### src/include/mme_consts.vh
`ifndef MME_CONSTS_VH
`define MME_CONSTS_VH
`define MME_DATA_W 16
`define MME_CHK_W 6
`define MME_WORD_W 22
`define MME_ADDR_W 19
`define MME_BANK_W 3
`define MME_NUM_IOP 8
`define MME_CNT_W 17
`define MME_CNT_LIMIT 17'h10000
// group membership masks, one per check bit A..F
`define MME_GRP_A 16'h8c71
`define MME_GRP_B 16'h4ab1
`define MME_GRP_C 16'h29d2
`define MME_GRP_D 16'h1766
`define MME_GRP_E 16'hd31c
`define MME_GRP_F 16'h208f
`define MME_MOP_W 2
`define MME_MOP_NONE 2'h0
`endif

### src/core/mme_memory_ecc.v
`timescale 1ns/100ps
`include "mme_consts.vh"

module mme_memory_ecc #(
  parameter BANKS = 8
) (
  // clock and reset
  input wire clk,
  input wire rst,
  // arbitration
  input wire [`MME_NUM_IOP-1:0] iop_req,
  input wire [`MME_MOP_W-1:0] micro_memory_op_field,
  input wire refresh_req,
  output wire [`MME_NUM_IOP:0] grant,
  output wire refresh_grant,
  // memory bus request from granted processor
  input wire bus_we,
  input wire bus_byte,
  input wire [`MME_ADDR_W-1:0] bus_addr,
  input wire [`MME_DATA_W-1:0] bus_wdata,
  output wire addr_error,
  // storage array port
  output reg mem_we_q,
  output reg [`MME_ADDR_W-2:0] mem_addr_q,
  output reg [`MME_WORD_W-1:0] mem_wword_q,
  input wire [`MME_WORD_W-1:0] mem_rword,
  input wire mem_rvalid,
  // corrected read result
  input wire ecc_disable,
  output reg [`MME_DATA_W-1:0] rdata_q,
  output reg rvalid_q,
  output reg multi_bit_error_flag_q,
  output reg panel_lamp_q
);

  localparam [`MME_DATA_W-1:0] GA = `MME_GRP_A;
  localparam [`MME_DATA_W-1:0] GB = `MME_GRP_B;
  localparam [`MME_DATA_W-1:0] GC = `MME_GRP_C;
  localparam [`MME_DATA_W-1:0] GD = `MME_GRP_D;
  localparam [`MME_DATA_W-1:0] GE = `MME_GRP_E;
  localparam [`MME_DATA_W-1:0] GF = `MME_GRP_F;

  // odd parity per group; the same masks serve write and read
  function [`MME_CHK_W-1:0] chk_gen;
    input [`MME_DATA_W-1:0] d;
    begin
      chk_gen = {~^(d & GF), ~^(d & GE), ~^(d & GD), ~^(d & GC), ~^(d & GB), ~^(d & GA)};
    end
  endfunction

  // column of group membership for one data bit
  function [`MME_CHK_W-1:0] col;
    input integer i;
    begin
      col = {GF[i], GE[i], GD[i], GC[i], GB[i], GA[i]};
    end
  endfunction

  // membership mask of one check group, 0 is A and 5 is F
  function [`MME_DATA_W-1:0] grp_mask;
    input integer gi;
    begin
      case (gi)
        0: grp_mask = GA;
        1: grp_mask = GB;
        2: grp_mask = GC;
        3: grp_mask = GD;
        4: grp_mask = GE;
        5: grp_mask = GF;
        default: grp_mask = {`MME_DATA_W{1'b0}};
      endcase
    end
  endfunction

  // count of failing groups; a lone bad data bit fails three for nine of the sixteen bits, two or four for the rest
  function [2:0] fail_weight;
    input [`MME_CHK_W-1:0] f;
    integer j;
    begin
      fail_weight = 3'h0;
      for (j = 0; j < `MME_CHK_W; j = j + 1)
        fail_weight = fail_weight + {2'h0, f[j]};
    end
  endfunction

  // fixed priority: lowest request bit wins
  function [`MME_NUM_IOP:0] prio_pick;
    input [`MME_NUM_IOP-1:0] req;
    input cpu;
    integer s;
    reg found;
    begin
      prio_pick = {(`MME_NUM_IOP+1){1'b0}};
      found = 1'b0;
      for (s = 0; s < `MME_NUM_IOP; s = s + 1) begin
        if (req[s] && !found) begin
          prio_pick[s] = 1'b1;
          found = 1'b1;
        end
      end
      // cpu steals cycles only when every slot is idle
      if (!found && cpu)
        prio_pick[`MME_NUM_IOP] = 1'b1;
    end
  endfunction

  // read lane pick: even byte address is the high byte
  function [7:0] lane_pick;
    input [`MME_DATA_W-1:0] d;
    input hi;
    begin
      if (hi)
        lane_pick = d[15:8];
      else
        lane_pick = d[7:0];
    end
  endfunction

  // arbitration: refresh blocks everything, then slot 1 down to cpu
  wire cpu_req;
  reg [`MME_NUM_IOP:0] grant_c;

  assign cpu_req = (micro_memory_op_field != `MME_MOP_NONE);
  always @* begin
    if (refresh_req)
      grant_c = {(`MME_NUM_IOP+1){1'b0}};
    else
      grant_c = prio_pick(iop_req, cpu_req);
  end
  assign grant = grant_c;
  // one row is refreshed in every bank at once, so the array needs only this strobe
  assign refresh_grant = refresh_req;

  // address beyond installed banks is refused
  wire [`MME_BANK_W-1:0] bank;
  wire cyc;
  wire cyc_rd;
  wire cyc_wr;

  assign bank = bus_addr[`MME_ADDR_W-1:`MME_ADDR_W-`MME_BANK_W];
  assign addr_error = ({1'b0, bank} >= BANKS[`MME_BANK_W:0]);
  assign cyc = (grant_c != {(`MME_NUM_IOP+1){1'b0}}) && !addr_error;
  assign cyc_rd = cyc && !bus_we;
  assign cyc_wr = cyc && bus_we;

  // write path: check bits generated, data stored as is
  reg [`MME_DATA_W-1:0] wdata_c;
  reg mem_we_d;
  reg [`MME_ADDR_W-2:0] mem_addr_d;
  reg [`MME_WORD_W-1:0] mem_wword_d;

  always @* begin
    wdata_c = bus_wdata;
    if (bus_byte)
      wdata_c = {bus_wdata[7:0], bus_wdata[7:0]};
  end
  always @* begin
    mem_we_d = cyc_wr;
    mem_addr_d = bus_addr[`MME_ADDR_W-1:1];
    // byte writes store the full halfword with both lanes; no read-modify-write
    mem_wword_d = {chk_gen(wdata_c), wdata_c};
  end
  always @(posedge clk) begin
    if (rst) begin
      mem_we_q <= 1'b0;
      mem_addr_q <= {(`MME_ADDR_W-1){1'b0}};
      mem_wword_q <= {`MME_WORD_W{1'b0}};
    end else begin
      mem_we_q <= mem_we_d;
      mem_addr_q <= mem_addr_d;
      mem_wword_q <= mem_wword_d;
    end
  end

  // lane choice is held from the read request until its data returns
  reg byte_q;
  reg byte_d;
  reg hi_q;
  reg hi_d;

  always @* begin
    byte_d = byte_q;
    hi_d = hi_q;
    if (cyc_rd) begin
      byte_d = bus_byte;
      hi_d = ~bus_addr[0];
    end
  end
  always @(posedge clk) begin
    if (rst) begin
      byte_q <= 1'b0;
      hi_q <= 1'b0;
    end else begin
      byte_q <= byte_d;
      hi_q <= hi_d;
    end
  end

  // read stage 1: each check takes its group's six to eight data bits plus the stored bit
  wire [`MME_DATA_W-1:0] rd_data;
  wire [`MME_CHK_W-1:0] rd_chk;
  wire [`MME_CHK_W-1:0] rd_fail;

  // check bits sit above the data in the stored word
  assign rd_data = mem_rword[`MME_DATA_W-1:0];
  assign rd_chk = mem_rword[`MME_WORD_W-1:`MME_DATA_W];
  genvar gc;
  generate
    for (gc = 0; gc < `MME_CHK_W; gc = gc + 1) begin : g_chk
      // even parity over the group's data bits and its stored bit marks the group as failing
      assign rd_fail[gc] = ~^{rd_chk[gc], rd_data & grp_mask(gc)};
    end
  endgenerate

  reg [`MME_DATA_W-1:0] raw_q;
  reg [`MME_DATA_W-1:0] raw_d;
  reg [`MME_CHK_W-1:0] fail_q;
  reg [`MME_CHK_W-1:0] fail_d;
  reg st1_q;
  reg st1_d;

  always @* begin
    st1_d = mem_rvalid;
    raw_d = raw_q;
    fail_d = fail_q;
    if (mem_rvalid) begin
      raw_d = rd_data;
      fail_d = rd_fail;
    end
  end
  always @(posedge clk) begin
    if (rst) begin
      raw_q <= {`MME_DATA_W{1'b0}};
      fail_q <= {`MME_CHK_W{1'b0}};
      st1_q <= 1'b0;
    end else begin
      raw_q <= raw_d;
      fail_q <= fail_d;
      st1_q <= st1_d;
    end
  end

  // decode to one correction bit per data line
  wire [`MME_DATA_W-1:0] fix;
  wire [`MME_DATA_W-1:0] cor;
  reg single;
  reg multi;

  genvar g;
  generate
    for (g = 0; g < `MME_DATA_W; g = g + 1) begin : g_fix
      assign fix[g] = (fail_q == col(g));
    end
  endgenerate
  // a match must also have weight three; two-bit patterns can still alias, bits 11 and 13 decode as bit 0
  always @* begin
    single = 1'b0;
    multi = 1'b0;
    case (fail_weight(fail_q))
      3'h0: begin
        single = 1'b0;
        multi = 1'b0;
      end
      3'h3: begin
        single = (fix != {`MME_DATA_W{1'b0}});
        multi = (fix == {`MME_DATA_W{1'b0}});
      end
      default: begin
        single = 1'b0;
        multi = 1'b1;
      end
    endcase
  end
  assign cor = ecc_disable ? raw_q : (raw_q ^ fix);

  // output stage; storage never sees the corrected word
  reg [`MME_DATA_W-1:0] rdata_d;
  reg rvalid_d;

  always @* begin
    rvalid_d = st1_q;
    rdata_d = rdata_q;
    if (st1_q) begin
      if (byte_q)
        rdata_d = {8'h00, lane_pick(cor, hi_q)};
      else
        rdata_d = cor;
    end
  end
  always @(posedge clk) begin
    if (rst) begin
      rdata_q <= {`MME_DATA_W{1'b0}};
      rvalid_q <= 1'b0;
    end else begin
      rdata_q <= rdata_d;
      rvalid_q <= rvalid_d;
    end
  end

  // error flag pulses with the read result it belongs to
  reg multi_bit_error_flag_d;

  always @* begin
    multi_bit_error_flag_d = st1_q && multi && !ecc_disable;
  end
  always @(posedge clk) begin
    if (rst)
      multi_bit_error_flag_q <= 1'b0;
    else
      multi_bit_error_flag_q <= multi_bit_error_flag_d;
  end

  // counter saturates so the lamp cannot go dark by wrapping
  reg [`MME_CNT_W-1:0] cnt_q;
  reg [`MME_CNT_W-1:0] cnt_d;

  always @* begin
    cnt_d = cnt_q;
    if (st1_q && single && !ecc_disable && cnt_q != {`MME_CNT_W{1'b1}})
      cnt_d = cnt_q + {{(`MME_CNT_W-1){1'b0}}, 1'b1};
  end
  always @(posedge clk) begin
    if (rst)
      cnt_q <= {`MME_CNT_W{1'b0}};
    else
      cnt_q <= cnt_d;
  end

  // lamp is sticky; only reset puts it out
  reg panel_lamp_d;

  always @* begin
    panel_lamp_d = panel_lamp_q;
    if (cnt_q > `MME_CNT_LIMIT)
      panel_lamp_d = 1'b1;
  end
  always @(posedge clk) begin
    if (rst)
      panel_lamp_q <= 1'b0;
    else
      panel_lamp_q <= panel_lamp_d;
  end

endmodule

### config.mk
export PLATFORM = sky130hd
export DESIGN_NAME = mme_memory_ecc
export DESIGN_NICKNAME = d
export VERILOG_FILES = /design/src/core/mme_memory_ecc.v
export VERILOG_INCLUDE_DIRS = /design/src /design/src/include
export SDC_FILE = /design/constraint.sdc
export NUM_CORES = 1
export LEC_CHECK = 0
export BUFFER_PORTS_ARGS = -buffer_cell sky130_fd_sc_hd__buf_4
export CAP_MARGIN = 10
export CORE_ASPECT_RATIO = 0.75
export CORE_MARGIN = 1
export CORE_UTILIZATION = 45
export DETAILED_ROUTE_END_ITERATION = 16
export GPL_ROUTABILITY_DRIVEN = 0
export PLACE_DENSITY = 0.83
export SYNTH_ARGS = -nofsm -noshare
export SYNTH_HDL_FRONTEND = slang
export SYNTH_SLANG_ARGS = --single-unit
### constraint.sdc
create_clock -name clk -period 6.9 [get_ports clk]
set_clock_uncertainty 0.2 [all_clocks]
set_input_delay 1.725 -clock clk [delete_from_list [all_inputs] [get_ports clk]]
set_output_delay 1.725 -clock clk [all_outputs]
set_load 0.02 [all_outputs]
Word-level counts from Yosys, hierarchy flattened
Cells that the tools add are included.

word-level totals
  flip-flop bits (word level) = 102
  input bits = 74
  word-level logic and storage cells = 113

operators by class
  $add $sub $neg = 6
  order comparisons = 1
  eq/ne operators = 18
  multiplexer cells = 31
  bitwise operators = 2
  reductions and logical operators = 42

operator list
  operator               number
  $reduce_xnor 17->1     6
  $reduce_xnor 16->1     6
  $mux 16                3
  $eq 6x5->1 const B     6
  $eq 6x6->1 const B     6
  $mux 1                 25
  $eq 6x4->1 const B     3
  $add 17x1->17 const B  1
  $gt 17x17->1 const B   1
  $ne 17x17->1 const B   1
  $logic_not 16->1       1
  $reduce_bool 16->1     1
  $xor 16x16->16         1
  $logic_and 1x1->1      15
  $logic_not 1->1        10
  $add 3x1->3            3
  $mux 9                 1
  $reduce_bool 9->1      1
  $mux 8                 1
  $eq 6x3->1 const B     1
  $add 2x1->3            1
  $eq 3x2->1 const B     1
  $logic_not 3->1        1
  $add 1x1->2            1
  3 further kinds        3

Logic depth before layout (Yosys ltp)
Gate-level depths: netlist of run 1.

  depth in word-level cells = 36
  depth in mapped cells = 12
  mapped depth without buffers = 12

Worst setup path before layout of run 1
No wires, ideal clock.

  path type = input-to-output
  from = input port refresh_req
  to = output port grant[6]
  data arrival time = 2.862 ns
  path slack = 2.113 ns
  stages = 3
  path through = nor3_1 nand2_1 nor4b_1

between the ends
  word-level cells in the longest chain between the ends = 1

RTL lines
  what             RTL line              source
  start, declared  mme_memory_ecc.v:13   input wire refresh_req,
  $mux 9           mme_memory_ecc.v:125  if (refresh_req)
  end, declared    mme_memory_ecc.v:14   output wire [`MME_NUM_IOP:0] grant,

No other way between the ends.

Final worst setup path of run 1
  from = input port refresh_req
  to = output port grant[8]

The elaborated chain is that of the path after synthesis.

==> results, run 1 <==
- After clock tree synthesis, the setup repair step added 0 buffers.
- The floorplan has 33 rows.
- Across every metal layer, demand over resource in global routing totals 21.1%.
- In this run the power density over the cells is 240 mW/mm2.
- The chip height is 94.6 um.
- The number of endpoints failing setup at the final stage is 0.
- The synthesized netlist occupies a cell area of 0.00514 mm2.
- Dividing the detail-routed via count by the number of cells gives 5.31.
- Clock latency on the worst-skew pair, taken at its later pin, is 340 ps.
- The maximum achievable frequency is 0.208 GHz.
- The multi-input gate area in the final layout is 0.00288 mm2.
- The number of antenna violations at the first check in global routing was 0.
- By area, the combinational part of the netlist is dominated by simple AND/OR/NAND/NOR gates.
- The count of nets left with antenna violations after detail routing is 0.
- The first-iteration detailed-routing DRC count is 182.
- The final route contains 4374 vias.
- Detailed placement ended at an HPWL of 9020 um.
- The clock tree synthesis step divided the H-tree into 3 levels.
- The post-synthesis register bit count is 102.
- The number of standard cells after synthesis is 555.
- Leaving out fill and tap cells, the most frequent cells in the layout are sky130_fd_sc_hd__buf_4, sky130_fd_sc_hd__dfxtp_1, sky130_fd_sc_hd__nor2_1, sky130_fd_sc_hd__xnor2_1, sky130_fd_sc_hd__nor2b_1.
- The post-route netlist has 24.6% of its cells at a drive strength greater than 1.
- Counting every net in the synthesized netlist gives 640.
- 0 antenna diodes ended up in the layout.
- In the final routed layout, each cell accounts on average for 15.0 um.
- The synthesized-area fraction occupied by and/or/nand/nor cells is 23.9%.
- The width of the die is 125 um.
- Along the worst path, the maximum fanout reaches 5.
- The flow ran to the end, and the final reports show no timing, DRC or antenna violations.
- Across the whole layout, storage elements account for 0.00204 mm2.
- For hold timing, the worst endpoint is rdata_q[4]$_SDFFE_PP0P_.
- The start-to-end type of the worst setup path is input pin to primary output.
- Measured against its own limit, the worst slew margin works out to 30.8%.
- The capture instance of the worst register-to-register path is cnt_q[8]$_SDFFE_PP0P_.
- The dominant synthesized flop cell is sky130_fd_sc_hd__dfxtp_1.
- The worst path arrival time is 2890 ps.
- Of all flip-flops after synthesis, the portion carrying an async set or reset was 0%.
- The multiplexer area fraction after synthesis is 6.37%.
- The final-report max-slew violation count is 0.
- The post-synthesis share of cell area spent on full adders, half adders and majority gates is 3.11%.
- The data required time of the critical path is 4970 ps.
- Setup total negative slack on the finished layout was measured at 0 ps.
- The area of the die is 0.0119 mm2.
- The longest clock path from root to sink contains 2 buffers.
- The layout-stage area growth over the synthesis result is 27.7%.
- The I/O pin count is 145.
- The first TritonRoute pass finished after 7 iterations.
- The parity-gate share of the synthesized area counting xor and xnor cells is 12.4%.
- The number of hold-slack violations in the final timing report came to 0.
- The unique cell type count in the Yosys netlist is 57.
- Counting flops with a built-in enable in the synthesized netlist gives 0.
- TritonCTS built the clock tree.
- Cells fill 59.6% of the core in the end.
- Counting every sink on the clock net gives 102.
- The leakage component of the power is 2.81 nW.
- The register-to-register setup slack is 2740 ps.
- Leaving out fill and tap cells, the most frequent cell in the layout is sky130_fd_sc_hd__buf_4.
- For the pin with the worst max-slew slack, the measured transition is 1040 ps.
- The average footprint of a synthesized cell is 9.27 um2.
- The min-delay analysis places its worst path in the category flip-flop to flip-flop.
- The number of cells on the worst hold path is 2.
- The region available for standard cell placement spans 0.0110 mm2.
- The synthesis warning total is 0.
- CTS placed an instance of sky130_fd_sc_hd__clkbuf_16 at the clock tree root.
- The number of maximum-capacitance constraint violations is 0.
- After layout, the worst path uses 69.8% of the clock period.
- The sequential-to-total area share from yosys stat is 39.7%.
- The number of cells on the worst reg-to-reg path is 11.
- The worst hold path begins at rdata_q[4]$_SDFFE_PP0P_.
- The largest net degree at the start of global routing is 105.
- The reg-to-reg startpoint is fail_q[3]$_SDFFE_PP0P_.
- The synthesized netlist devotes 10.3% of its cell area to compound gates.
- The first global-routing pass estimated 20100 um of wire.
- The count of filler cells inserted in the layout is 898.
- For this block, the routed nets add up to 12400 um of wire.
- For this configuration, the core starts out at a cell density of 46.6%.
- After clock tree synthesis, the clock-pin slew on the worst setup and hold paths is 70 ps.
- The kind of end point of the critical path is a primary output.
- The final layout contains 764 nets.
- Summed over all layers, the global routing overflow is 0.
- The via count of the first global-routing pass was 4230.
- After layout, the minimum clock period comes to 4810 ps.
- Setup repair after global routing left no endpoint under its margin.
- STA classifies the critical path startpoint as an input pin.
- Across the VDD grid, the largest voltage drop is 179 uV.
- In this run, post-CTS repair resized a total of 0 instances.
- The number of buffers inserted by port buffering is 143.
- Buffers inserted during clock tree synthesis total 9.
- After detailed routing, the number of remaining DRC violations is 0.
- Buffers inserted to repair hold after CTS numbered 0.
[cells by family after synthesis]
family | Yosys count
compound gates | 75
other cells | 1
buf+inv | 46
xor+xnor | 71
mux | 32
flops | 102
fa+ha+maj | 11
simple gates | 217
[power by group]
part	internal, mW	switching [mW]	total [mW]	leakage [nW]
logic	0.168	0.207	0.374	1.82
clock network	0.329	0.221	0.550	0.156
registers	0.624	0.0305	0.655	0.839
[cells in the mapped netlist (3+ instances only)]
cell                          n  share of area (%)
sky130_fd_sc_hd__dfxtp_1    102                 40
sky130_fd_sc_hd__o31ai_1     13                1.9
sky130_fd_sc_hd__clkbuf_1    19                1.4
sky130_fd_sc_hd__and2_1       4               0.49
sky130_fd_sc_hd__fa_1         3                1.2
sky130_fd_sc_hd__buf_6        4               0.88
sky130_fd_sc_hd__o21ai_1      4               0.39
sky130_fd_sc_hd__ha_1         8                1.9
sky130_fd_sc_hd__o211ai_1     7                1.0
sky130_fd_sc_hd__a211oi_1     5               0.73
sky130_fd_sc_hd__mux2i_1     29                5.6
sky130_fd_sc_hd__or4_1       13                1.9
sky130_fd_sc_hd__o21ai_0      3               0.29
sky130_fd_sc_hd__nand3_1     17                1.7
sky130_fd_sc_hd__o22ai_1      3               0.37
sky130_fd_sc_hd__buf_4        3               0.44
sky130_fd_sc_hd__and4_1       4               0.68
sky130_fd_sc_hd__or3_1        3               0.37
sky130_fd_sc_hd__nor4_1       5               0.61
sky130_fd_sc_hd__nand4bb_1    3               0.66
sky130_fd_sc_hd__buf_1        3               0.22
sky130_fd_sc_hd__xnor2_1     47                8.0
sky130_fd_sc_hd__nor3_1       8               0.78
sky130_fd_sc_hd__and3_1       6               0.73
sky130_fd_sc_hd__nand2_1     12               0.88
sky130_fd_sc_hd__buf_2        3               0.29
sky130_fd_sc_hd__nor2b_1     41                5.0
sky130_fd_sc_hd__nand2b_1    23                2.8
sky130_fd_sc_hd__nand4_1      3               0.37
sky130_fd_sc_hd__inv_1       14                1.0
sky130_fd_sc_hd__xor2_1      23                3.9
sky130_fd_sc_hd__a21oi_1     29                2.8
sky130_fd_sc_hd__nand4b_1     4               0.68
sky130_fd_sc_hd__nor2_1      60                4.4
[routing by layer]
layer	up-vias	track usage, %	part of all wire, %
met5	-	0	0
met4	0	6.30	1.0
met3	14	5.50	6.2
met2	136	36.3	48
met1	2064	26.2	45
li1	2160	-	-
[critical path, cell delays in order]
cell                      delay (ps)
sky130_fd_sc_hd__buf_4           130
sky130_fd_sc_hd__nor3_1          320
sky130_fd_sc_hd__nand2_1         130
sky130_fd_sc_hd__nor2_1          180
sky130_fd_sc_hd__nand2_1          70
sky130_fd_sc_hd__nor3_1          170
sky130_fd_sc_hd__buf_4           170
[how the worst max path moves through the flow]
| stage | startpoint | end | slack [ps] | cells after the start |
|---|---|---|---|---|
| 6_report | refresh_req | grant[8] | 2090 | 7 |
| 5_1_grt | refresh_req | grant[8] | 1910 | 7 |
| 4_1_cts | refresh_req | grant[8] | 2080 | 7 |
| 3_5_place_dp | refresh_req | grant[8] | 2080 | 7 |
| 3_3_place_gp | refresh_req | grant[8] | 2180 | 7 |
| 2_1_floorplan | refresh_req | grant[6] | 2110 | 3 |
[registers in the layout, indices dropped and copies added, names as in the netlist]
| register | cells |
|---|---|
| cnt_q | 17 |
| mem_wword_q | 22 |
| rvalid_d | 1 |
| hi_q | 1 |
| panel_lamp_q | 1 |
| raw_q | 16 |
| byte_q | 1 |
| multi_bit_error_flag_q | 1 |
| mem_we_q | 1 |
| fail_q | 6 |
| mem_addr_q | 18 |
| rvalid_q | 1 |
| rdata_q | 16 |
[layout make-up]
type	count	area share, %
Clock buffer	11	3.70
Sequential cell	102	31.1
Timing Repair Buffer	145	16.6
Clock inverter	5	1.24
Inverter	14	0.800
Tap cell	140	2.67
Multi-Input combinational cell	407	43.9
[through the flow]
step                hold WS [ps]  setup WS, ps  power [mW]  cells  cell area [um2]
floorplan                    255          2110       0.923    555             5140
global placement             263          2180        1.03    808             6240
detailed placement           262          2080        1.04    808             6240
CTS                          273          2080        1.59    824             6570
global route                 305          1910        1.65    824             6570
finish                       272          2090        1.58    824             6570
No activity file was read; power rests on OpenSTA's default activity.
==> inputs of run 2 (changes only) <==
ABC_AREA = 1   (was not set)
PLACE_DENSITY = 0.82   (was 0.83)
clock period = 5.04 ns   (was 6.9 ns; I/O delays follow)
==> run 2 against run 1 <==
Combinational power rose by 29%. Routed wire length is 10% higher. Clock power grew 29%. Area after synthesis rose by 4.7%. Clock-buffer cell count fell by 2. Global-route usage is 1.8 points higher. Die area increased by 4.7%. Sequential power up 35%. Via count increased by 17%. Flip-flop and latch count unchanged.
==> results, run 2 <==
- The register-to-register setup slack is 1600 ps (was 2740 ps).
- The total non-filler cell area in the finished layout is 0.00683 mm2 (was 0.00657 mm2).
- The detailed-router iteration count before antenna repair came to 5 (was 7).
- The areal power density over the cells is 303 mW/mm2 (was 240 mW/mm2).
- The wire length of the first global-routing pass came to 22700 um (was 20100 um).
- The number of standard cells after synthesis is 741 (was 555).
- The area of the die is 0.0124 mm2 (was 0.0119 mm2).
- The number of gates given a new drive strength after cts is 0 (unchanged).
- The kind of end point of the critical path is a primary output (unchanged).
- The number of endpoints failing setup at the final stage is 0 (unchanged).
- The worst min-delay path category is flip-flop to flip-flop (unchanged).
- The depth of the CTS H-tree was 3 (unchanged).
- The number of buffers inserted by port buffering is 143 (unchanged).
- The number of antenna violations at the first check in global routing is 0 (unchanged).
- The unique cell type count in the Yosys netlist is 35 (was 57).
- The buffering stage count on the worst path with inverters included came to 4 (was 2).
- The largest area contributor in the synthesized netlist was sky130_fd_sc_hd__dfxtp_1 (unchanged).
- The global-route congestion overflow total was 0 (unchanged).
- The startpoint type of the worst setup path is an input pin (unchanged).
- The reg-to-reg startpoint is fail_q[3]$_SDFFE_PP0P_ (unchanged).
- The summed instance area of the synthesized netlist is 0.00539 mm2 (was 0.00514 mm2).
- The via-per-instance ratio is 4.94 (was 5.31).
- The number of cells on the worst reg-to-reg path is 12 (was 11).
- The worst path arrival time is 2260 ps (was 2890 ps).
- The final wirelength is 13700 um (was 12400 um).
- The capture instance of the worst register-to-register path is cnt_q[8]$_SDFFE_PP0P_ (unchanged).
- RSZ-0062 raised after global routing: false (unchanged).
- The number of enable flip-flop cells after synthesis is 0 (unchanged).
- The share of post-route cells with drive strength above 1 was 22.4% (was 24.6%).
- The share of the synthesized area in the top cell type is 37.9% (was 39.7%).
- The remaining max-slew budget at the tightest pin is 46.1% (was 30.8%).
- The clock-pin slew on the worst setup and hold paths came to 70 ps (about the same).
- Cell types with the largest area share after synthesis: sky130_fd_sc_hd__dfxtp_1, sky130_fd_sc_hd__nand2_1, sky130_fd_sc_hd__nor2_1, sky130_fd_sc_hd__xnor2_1, sky130_fd_sc_hd__xor2_1 (was sky130_fd_sc_hd__dfxtp_1, sky130_fd_sc_hd__xnor2_1, sky130_fd_sc_hd__mux2i_1, sky130_fd_sc_hd__nor2b_1, sky130_fd_sc_hd__nor2_1).
- The category of cells accounting for the largest share of critical-path delay was simple AND/OR/NAND/NOR gates (unchanged).
- The largest net degree at the start of global routing is 53 (was 105).
- The synthesis warning total was 0 (unchanged).
- The largest voltage drop on the vdd net came to 183 uV (was 179 uV).
- The first-iteration detailed-routing DRC count is 356 (was 182).
- The post-cts hold buffer count is 0 (unchanged).
- The number of hold-slack violations in the final timing report is 0 (unchanged).
- The slowest stage cell on the critical path is sky130_fd_sc_hd__nor4_1 (was sky130_fd_sc_hd__nor3_1).
- Dividing the final minimum period by the clock period gives 73.8%.
- The minimum period implied by the final worst setup slack is 3720 ps.
- The data required time of the critical path is 3580 ps (was 4970 ps).
- The number of maximum-capacitance constraint violations is 0 (unchanged).
- The routed length per placed instance is 13.2 um (was 15.0 um).
- Result of the run: finished, final reports clean (unchanged).
- The total inserted antenna cells is 0 (unchanged).
- The post-synthesis register bit count came to 102 (unchanged).
- The final setup slack of the worst path is 1320 ps (was 2090 ps).
- The setup TNS is 0 ps (unchanged).
- The leakage component of the power is 3.13 nW (was 2.81 nW).
- The share of synthesized flip-flops with an asynchronous set or reset came to 0% (unchanged).
- The total clock buffers created by CTS is 9 (unchanged).
- The total setup buffers inserted after CTS is 0 (unchanged).
- The net count of the mapped netlist is 826 (was 640).
- The critical hold path startpoint is rdata_q[10]$_SDFFE_PP0P_ (was rdata_q[4]$_SDFFE_PP0P_).
- The sequential-to-total area share from yosys stat is 37.9% (was 39.7%).
- The largest driver fanout on the critical path is 4 (was 5).
- The placement row count is 34 (was 33).
- The number of sinks driven by the clock tree is 102 (unchanged).
- Static timing analysis puts the maximum clock frequency at 0.269 GHz.
- The delay contributed by the slowest stage of the critical path is 190 ps (was 320 ps).
- The most common cell after layout, fill and taps aside is sky130_fd_sc_hd__buf_4 (unchanged).
- The slew at the pin closest to its max-slew limit is 808 ps (was 1040 ps).
- The estimated wirelength of the detail-placed design is 10200 um (was 9020 um).
- The number of buffers between clock root and the deepest sink was 2 (unchanged).
- The count of filler cells inserted in the layout was 1062 (was 898).
- The number of vias after detailed routing came to 5106 (was 4374).
- The net count of the finished layout is 952 (was 764).
- The I/O pin count came to 145 (unchanged).
- The number of cells on the worst hold path is 2 (unchanged).
- The clock root buffer is sky130_fd_sc_hd__clkbuf_16 (unchanged).
- Commonest cells in the synthesized netlist: sky130_fd_sc_hd__nand2_1, sky130_fd_sc_hd__nor2_1, sky130_fd_sc_hd__dfxtp_1 (was sky130_fd_sc_hd__dfxtp_1, sky130_fd_sc_hd__nor2_1, sky130_fd_sc_hd__xnor2_1).
- The number of remaining DRC errors is 0 (unchanged).
- The via count of the first global-routing pass is 4907 (was 4230).
- The width of the die is 128 um (was 125 um).
- Largest registers: mem_wword_q (22), mem_addr_q (18), cnt_q (17) (unchanged).
- The terminating pin of the worst hold path is rdata_q[10]$_SDFFE_PP0P_ (was rdata_q[4]$_SDFFE_PP0P_).
- The later-pin clock latency in the skew report is 350 ps (was 340 ps).
- The dominant synthesized flop cell is sky130_fd_sc_hd__dfxtp_1 (unchanged).
- The library cell with the highest instance count after synthesis is sky130_fd_sc_hd__nand2_1 (was sky130_fd_sc_hd__dfxtp_1).
- The worst slack at placement came to 1340 ps (was 2080 ps).
- The clock tree from TritonCTS is yes (unchanged).
- The number of flip-flops in the largest register was 22 (unchanged).
- Cell breakdown of the critical path: buf_4, inv_1, nand2_1, nor2_1, nand3_1, inv_1, nand2_1, nor4_1, buf_4 (was buf_4, nor3_1, nand2_1, nor2_1, nand2_1, nor3_1, buf_4).
- The register bank with the most flops is mem_wword_q (unchanged).
- The combined global-route utilization of all metal layers is 22.9% (was 21.1%).
- The count of nets left with antenna violations after detail routing is 0 (unchanged).
- The start-to-end type of the worst setup path is input pin to primary output (unchanged).
- The layout-stage area growth over the synthesis result is 26.7% (was 27.7%).
- The placeable core region was 0.0116 mm2 (was 0.0110 mm2).
- The total cell area at the placement stage is 0.00652 mm2 (was 0.00624 mm2).
- Highest-count cells in the layout ignoring fill and taps: sky130_fd_sc_hd__buf_4, sky130_fd_sc_hd__nand2_1, sky130_fd_sc_hd__nor2_1, sky130_fd_sc_hd__dfxtp_1, sky130_fd_sc_hd__inv_1 (was sky130_fd_sc_hd__buf_4, sky130_fd_sc_hd__dfxtp_1, sky130_fd_sc_hd__nor2_1, sky130_fd_sc_hd__xnor2_1, sky130_fd_sc_hd__nor2b_1).
- The initial cell density of the core is 46.4% (was 46.6%).
- The final-report max-slew violation count is 0 (unchanged).
- The average footprint of a synthesized cell came to 7.27 um2 (was 9.27 um2).
- The chip height is 96.8 um (was 94.6 um).
[run 2: report_power, final]
part | total (mW) | switching (mW) | internal, mW
registers | 0.882 | 0.0292 | 0.853
clock network | 0.707 | 0.352 | 0.355
logic | 0.481 | 0.284 | 0.197
total | 2.07 | 0.665 | 1.41
[run 2: logic make-up after synthesis]
group / synth area share (%)
compound gates: 9.80
buf+inv: 9.36
flops: 37.9
simple gates: 27.0
xor+xnor: 12.8
fa+ha+maj: 2.97
other cells: 0.0696
[run 2: layer usage]
layer	global-route usage, %	vias up	share of wire, %
li1	-	2587	-
met1	28.6	2304	43
met4	6.06	0	1.5
met2	38.0	195	47
met5	0	-	0
met3	7.19	20	9.0
[run 2: area by class of cell]
class | count | area [um2] | area share (%)
multi-input cells | 518 | 2840 | 41.6
flip-flops and latches | 102 | 2040 | 29.9
repair buffers | 146 | 1100 | 16.1
inverters | 90 | 338 | 4.95
clock buffers | 9 | 225 | 3.30
well taps | 162 | 203 | 2.97
clock inverters | 7 | 81.3 | 1.19
[run 2: worst reg2reg max path, stage by stage, from the launching register on]
cell and delay [ps]:
sky130_fd_sc_hd__dfxtp_1 580, sky130_fd_sc_hd__fa_1 490, sky130_fd_sc_hd__inv_1 70, sky130_fd_sc_hd__fa_1 400
sky130_fd_sc_hd__inv_1 60, sky130_fd_sc_hd__ha_1 130, sky130_fd_sc_hd__inv_1 50, sky130_fd_sc_hd__fa_1 450
sky130_fd_sc_hd__nor2_1 120, sky130_fd_sc_hd__buf_4 250, sky130_fd_sc_hd__nand3_4 280, sky130_fd_sc_hd__nand2_1 160
sky130_fd_sc_hd__a21oi_1 70
[run 2: through the flow]
step                hold WS [ps]  std cells  utilization (%)  total power, mW
finish                       266       1034             58.8             2.07
floorplan                    237        741                -             1.21
global placement             255       1018             56.1             1.37
global route                 299       1034             58.8             2.18
CTS                          270       1034             58.8             2.08
detailed placement           258       1018             56.1             1.38
[run 2: how the worst max path moves through the flow]
stage	slack [ps]	cells past startpoint	endpoint	startpoint
floorplan	1250	7	grant[7]	iop_req[0]
global placement	1380	9	grant[7]	iop_req[0]
detailed placement	1340	9	grant[7]	iop_req[0]
CTS	1330	9	grant[7]	iop_req[0]
global route	1150	9	grant[7]	iop_req[0]
finish	1320	9	grant[7]	iop_req[0]
==> inputs of run 3 (changes only) <==
clock period = 3.9 ns   (was 5.04 ns; I/O delays follow)
==> run 3 against run 2 <==
Die area unchanged. Sequential power increased by 29%. Worst setup slack got worse by 730 ps. Core utilization about the same. Clock-buffer cell count unchanged. Combinational power increased by 30%. Highest routed layer unchanged. Worst hold slack improved by 2.9 ps. Non-clock buffer count unchanged. Cell count unchanged. Flip-flop and latch count unchanged.
==> results, run 3 (same netlist as run 2, synthesis figures left out) <==
- Result of the run: finished, final reports clean (unchanged).
- The number of gates given a new drive strength after cts was 0 (unchanged).
- The via count of the first global-routing pass came to 4867 (was 4907).
- The placeable core region is 0.0116 mm2 (unchanged).
- The count of nets left with antenna violations after detail routing is 0 (unchanged).
- The startpoint type of the worst setup path is a flip-flop (was input pin).
- The number of buffers between clock root and the deepest sink is 2 (unchanged).
- The wire length of the first global-routing pass is 22800 um (was 22700 um).
- The total cell area at the placement stage was 0.00652 mm2 (unchanged).
- The number of cells on the worst hold path is 2 (unchanged).
- The count of filler cells inserted in the layout is 1039 (was 1062).
- The via-per-instance ratio is 4.90 (was 4.94).
- The part of the total power dissipated in the clock network is 34.2% (was 34.1%).
- The leakage component of the power is 3.14 nW (was 3.13 nW).
- The net count of the finished layout is 952 (unchanged).
- The later-pin clock latency in the skew report is 350 ps (about the same).
- The number of buffers inserted by port buffering is 143 (unchanged).
- The largest net degree at the start of global routing is 38 (was 53).
- The net switching share of the total power came to 32.3% (was 32.1%).
- For this run, the top clock speed supported by timing is 0.302 GHz.
- The multi-input gate area in the final layout came to 0.00284 mm2 (unchanged).
- The routed length per placed instance is 13.1 um (was 13.2 um).
- The clock root buffer is sky130_fd_sc_hd__clkbuf_16 (unchanged).
- The data required time of the critical path was 3950 ps (was 3580 ps).
- The final wirelength is 13500 um (was 13700 um).
- The number of vias after detailed routing is 5069 (was 5106).
- The combinational share of power is 23.3% (was 23.2%).
- The number of endpoints failing setup at the final stage is 0 (unchanged).
- The clock tree from TritonCTS is yes (unchanged).
- The slew at the pin closest to its max-slew limit came to 837 ps (was 808 ps).
- The remaining max-slew budget at the tightest pin is 44.1% (was 46.1%).
- The final-report max-slew violation count is 0 (unchanged).
- The most common cell after layout, fill and taps aside is sky130_fd_sc_hd__buf_4 (unchanged).
- The I/O pin count is 145 (unchanged).
- The number of sinks driven by the clock tree was 102 (unchanged).
- The detailed-router iteration count before antenna repair is 5 (unchanged).
- The combined global-route utilization of all metal layers came to 23.1% (was 22.9%).
- The minimum period implied by the final worst setup slack is 3310 ps.
- The number of antenna violations at the first check in global routing is 0 (unchanged).
- The clock-pin slew on the worst setup and hold paths was 80 ps (was 70 ps).
- The post-cts hold buffer count was 0 (unchanged).
- The total setup buffers inserted after CTS was 0 (unchanged).
- The placement row count is 34 (unchanged).
- The largest voltage drop on the vdd net is 257 uV (was 183 uV).
- The number of maximum-capacitance constraint violations is 0 (unchanged).
- The area of the die is 0.0124 mm2 (unchanged).
- The areal power density over the cells is 394 mW/mm2 (was 303 mW/mm2).
- The kind of end point of the critical path is a flip-flop (was primary output).
- The sequential cell area in the final layout is 0.00204 mm2 (unchanged).
- The number of hold-slack violations in the final timing report is 0 (unchanged).
- The global-route congestion overflow total was 0 (unchanged).
- The chip height was 96.8 um (unchanged).
- The register-to-register setup slack is 590 ps (was 1600 ps).
- The initial cell density of the core is 46.4% (unchanged).
- The total non-filler cell area in the finished layout is 0.00683 mm2 (about the same).
- The worst min-delay path category is flip-flop to flip-flop (unchanged).
- The start-to-end type of the worst setup path is flip-flop to flip-flop (was input pin to primary output).
- The total inserted antenna cells is 0 (unchanged).
- The number of remaining DRC errors is 0 (unchanged).
- The switching power total came to 0.868 mW (was 0.665 mW).
- The total clock buffers created by CTS is 9 (unchanged).
- The register bank with the most flops is mem_wword_q (unchanged).
- RSZ-0062 raised after global routing: false (unchanged).
- Highest-count cells in the layout ignoring fill and taps: sky130_fd_sc_hd__buf_4, sky130_fd_sc_hd__nand2_1, sky130_fd_sc_hd__nor2_1, sky130_fd_sc_hd__dfxtp_1, sky130_fd_sc_hd__inv_1 (unchanged).
- The total power was 2.69 mW (was 2.07 mW).
- The number of cells on the worst reg-to-reg path is 11 (was 12).
- The worst slack at placement is 626 ps (was 1340 ps).
- The estimated wirelength of the detail-placed design is 10100 um (was 10200 um).
- The final setup slack of the worst path is 588 ps (was 1320 ps).
- The part of the total power dissipated in sequential elements was 42.5% (was 42.6%).
- The setup TNS is 0 ps (unchanged).
- The largest driver fanout on the critical path is 19 (was 4).
- The layout-stage area growth over the synthesis result is 26.8% (was 26.7%).
- The worst path uses 84.9% of the clock period.
- The share of post-route cells with drive strength above 1 is 22.4% (unchanged).
- Largest registers: mem_wword_q (22), mem_addr_q (18), cnt_q (17) (unchanged).
- The total internal power is 1.82 mW (was 1.41 mW).
- The final hold slack is 269 ps (was 266 ps).
- The worst path arrival time is 3360 ps (was 2260 ps).
- The depth of the CTS H-tree is 3 (unchanged).
- The width of the die is 128 um (unchanged).
- The number of flip-flops in the largest register is 22 (unchanged).
- The first-iteration detailed-routing DRC count is 450 (was 356).
## run 3: cell counts in the layout (fill, tap and decap cells not counted)
Identical to the previous run, type by type.
## run 3: metrics by stage
step	util, %	instances
finish	58.8	1034
global placement	56.1	1018
global route	58.8	1034
detailed placement	56.1	1018
floorplan	-	741
CTS	58.8	1034
## run 3: critical path, cell delays in order (launching register included)
cell                      delay [ps]
sky130_fd_sc_hd__dfxtp_1         570
sky130_fd_sc_hd__fa_1            490
sky130_fd_sc_hd__inv_1            80
sky130_fd_sc_hd__fa_1            400
sky130_fd_sc_hd__inv_1            60
sky130_fd_sc_hd__ha_1            140
sky130_fd_sc_hd__inv_1            50
sky130_fd_sc_hd__fa_1            450
sky130_fd_sc_hd__nor2_1          230
sky130_fd_sc_hd__nand3_4         280
sky130_fd_sc_hd__nor2_1          190
sky130_fd_sc_hd__nor2_1           60
## run 3: power groups by stage
stage / clock [mW] / sequential, mW / combinational (mW)
global route: 0.983 / 1.15 / 0.695
detailed placement: 0 / 1.16 / 0.624
floorplan: 0 / 1.20 / 0.363
global placement: 0 / 1.16 / 0.613
finish: 0.920 / 1.14 / 0.627
CTS: 0.938 / 1.14 / 0.627
## run 3: path summary, 6_finish.rpt
check | from | end
worst max-delay path | fail_q[3]$_SDFFE_PP0P_ | cnt_q[0]$_SDFFE_PP0P_
worst min-delay path | rdata_q[14]$_SDFFE_PP0P_ | rdata_q[14]$_SDFFE_PP0P_
worst max register to register | fail_q[3]$_SDFFE_PP0P_ | cnt_q[0]$_SDFFE_PP0P_
worst min register to register | rdata_q[14]$_SDFFE_PP0P_ | rdata_q[14]$_SDFFE_PP0P_
## run 3: routing by layer
metal  global-route usage, %  wire length [um]
met5                       0                 0
met3                    8.02              1270
met1                    29.0              5800
met4                    7.51               250
met2                    36.8              6200
## run 3: layout make-up
cell class | instances | share of cell area [%]
Sequential cell | 102 | 29.9
Timing Repair Buffer | 146 | 16.1
Inverter | 90 | 4.95
Tap cell | 162 | 2.97
Clock buffer | 9 | 3.30
Multi-Input combinational cell | 518 | 41.6
Clock inverter | 7 | 1.23
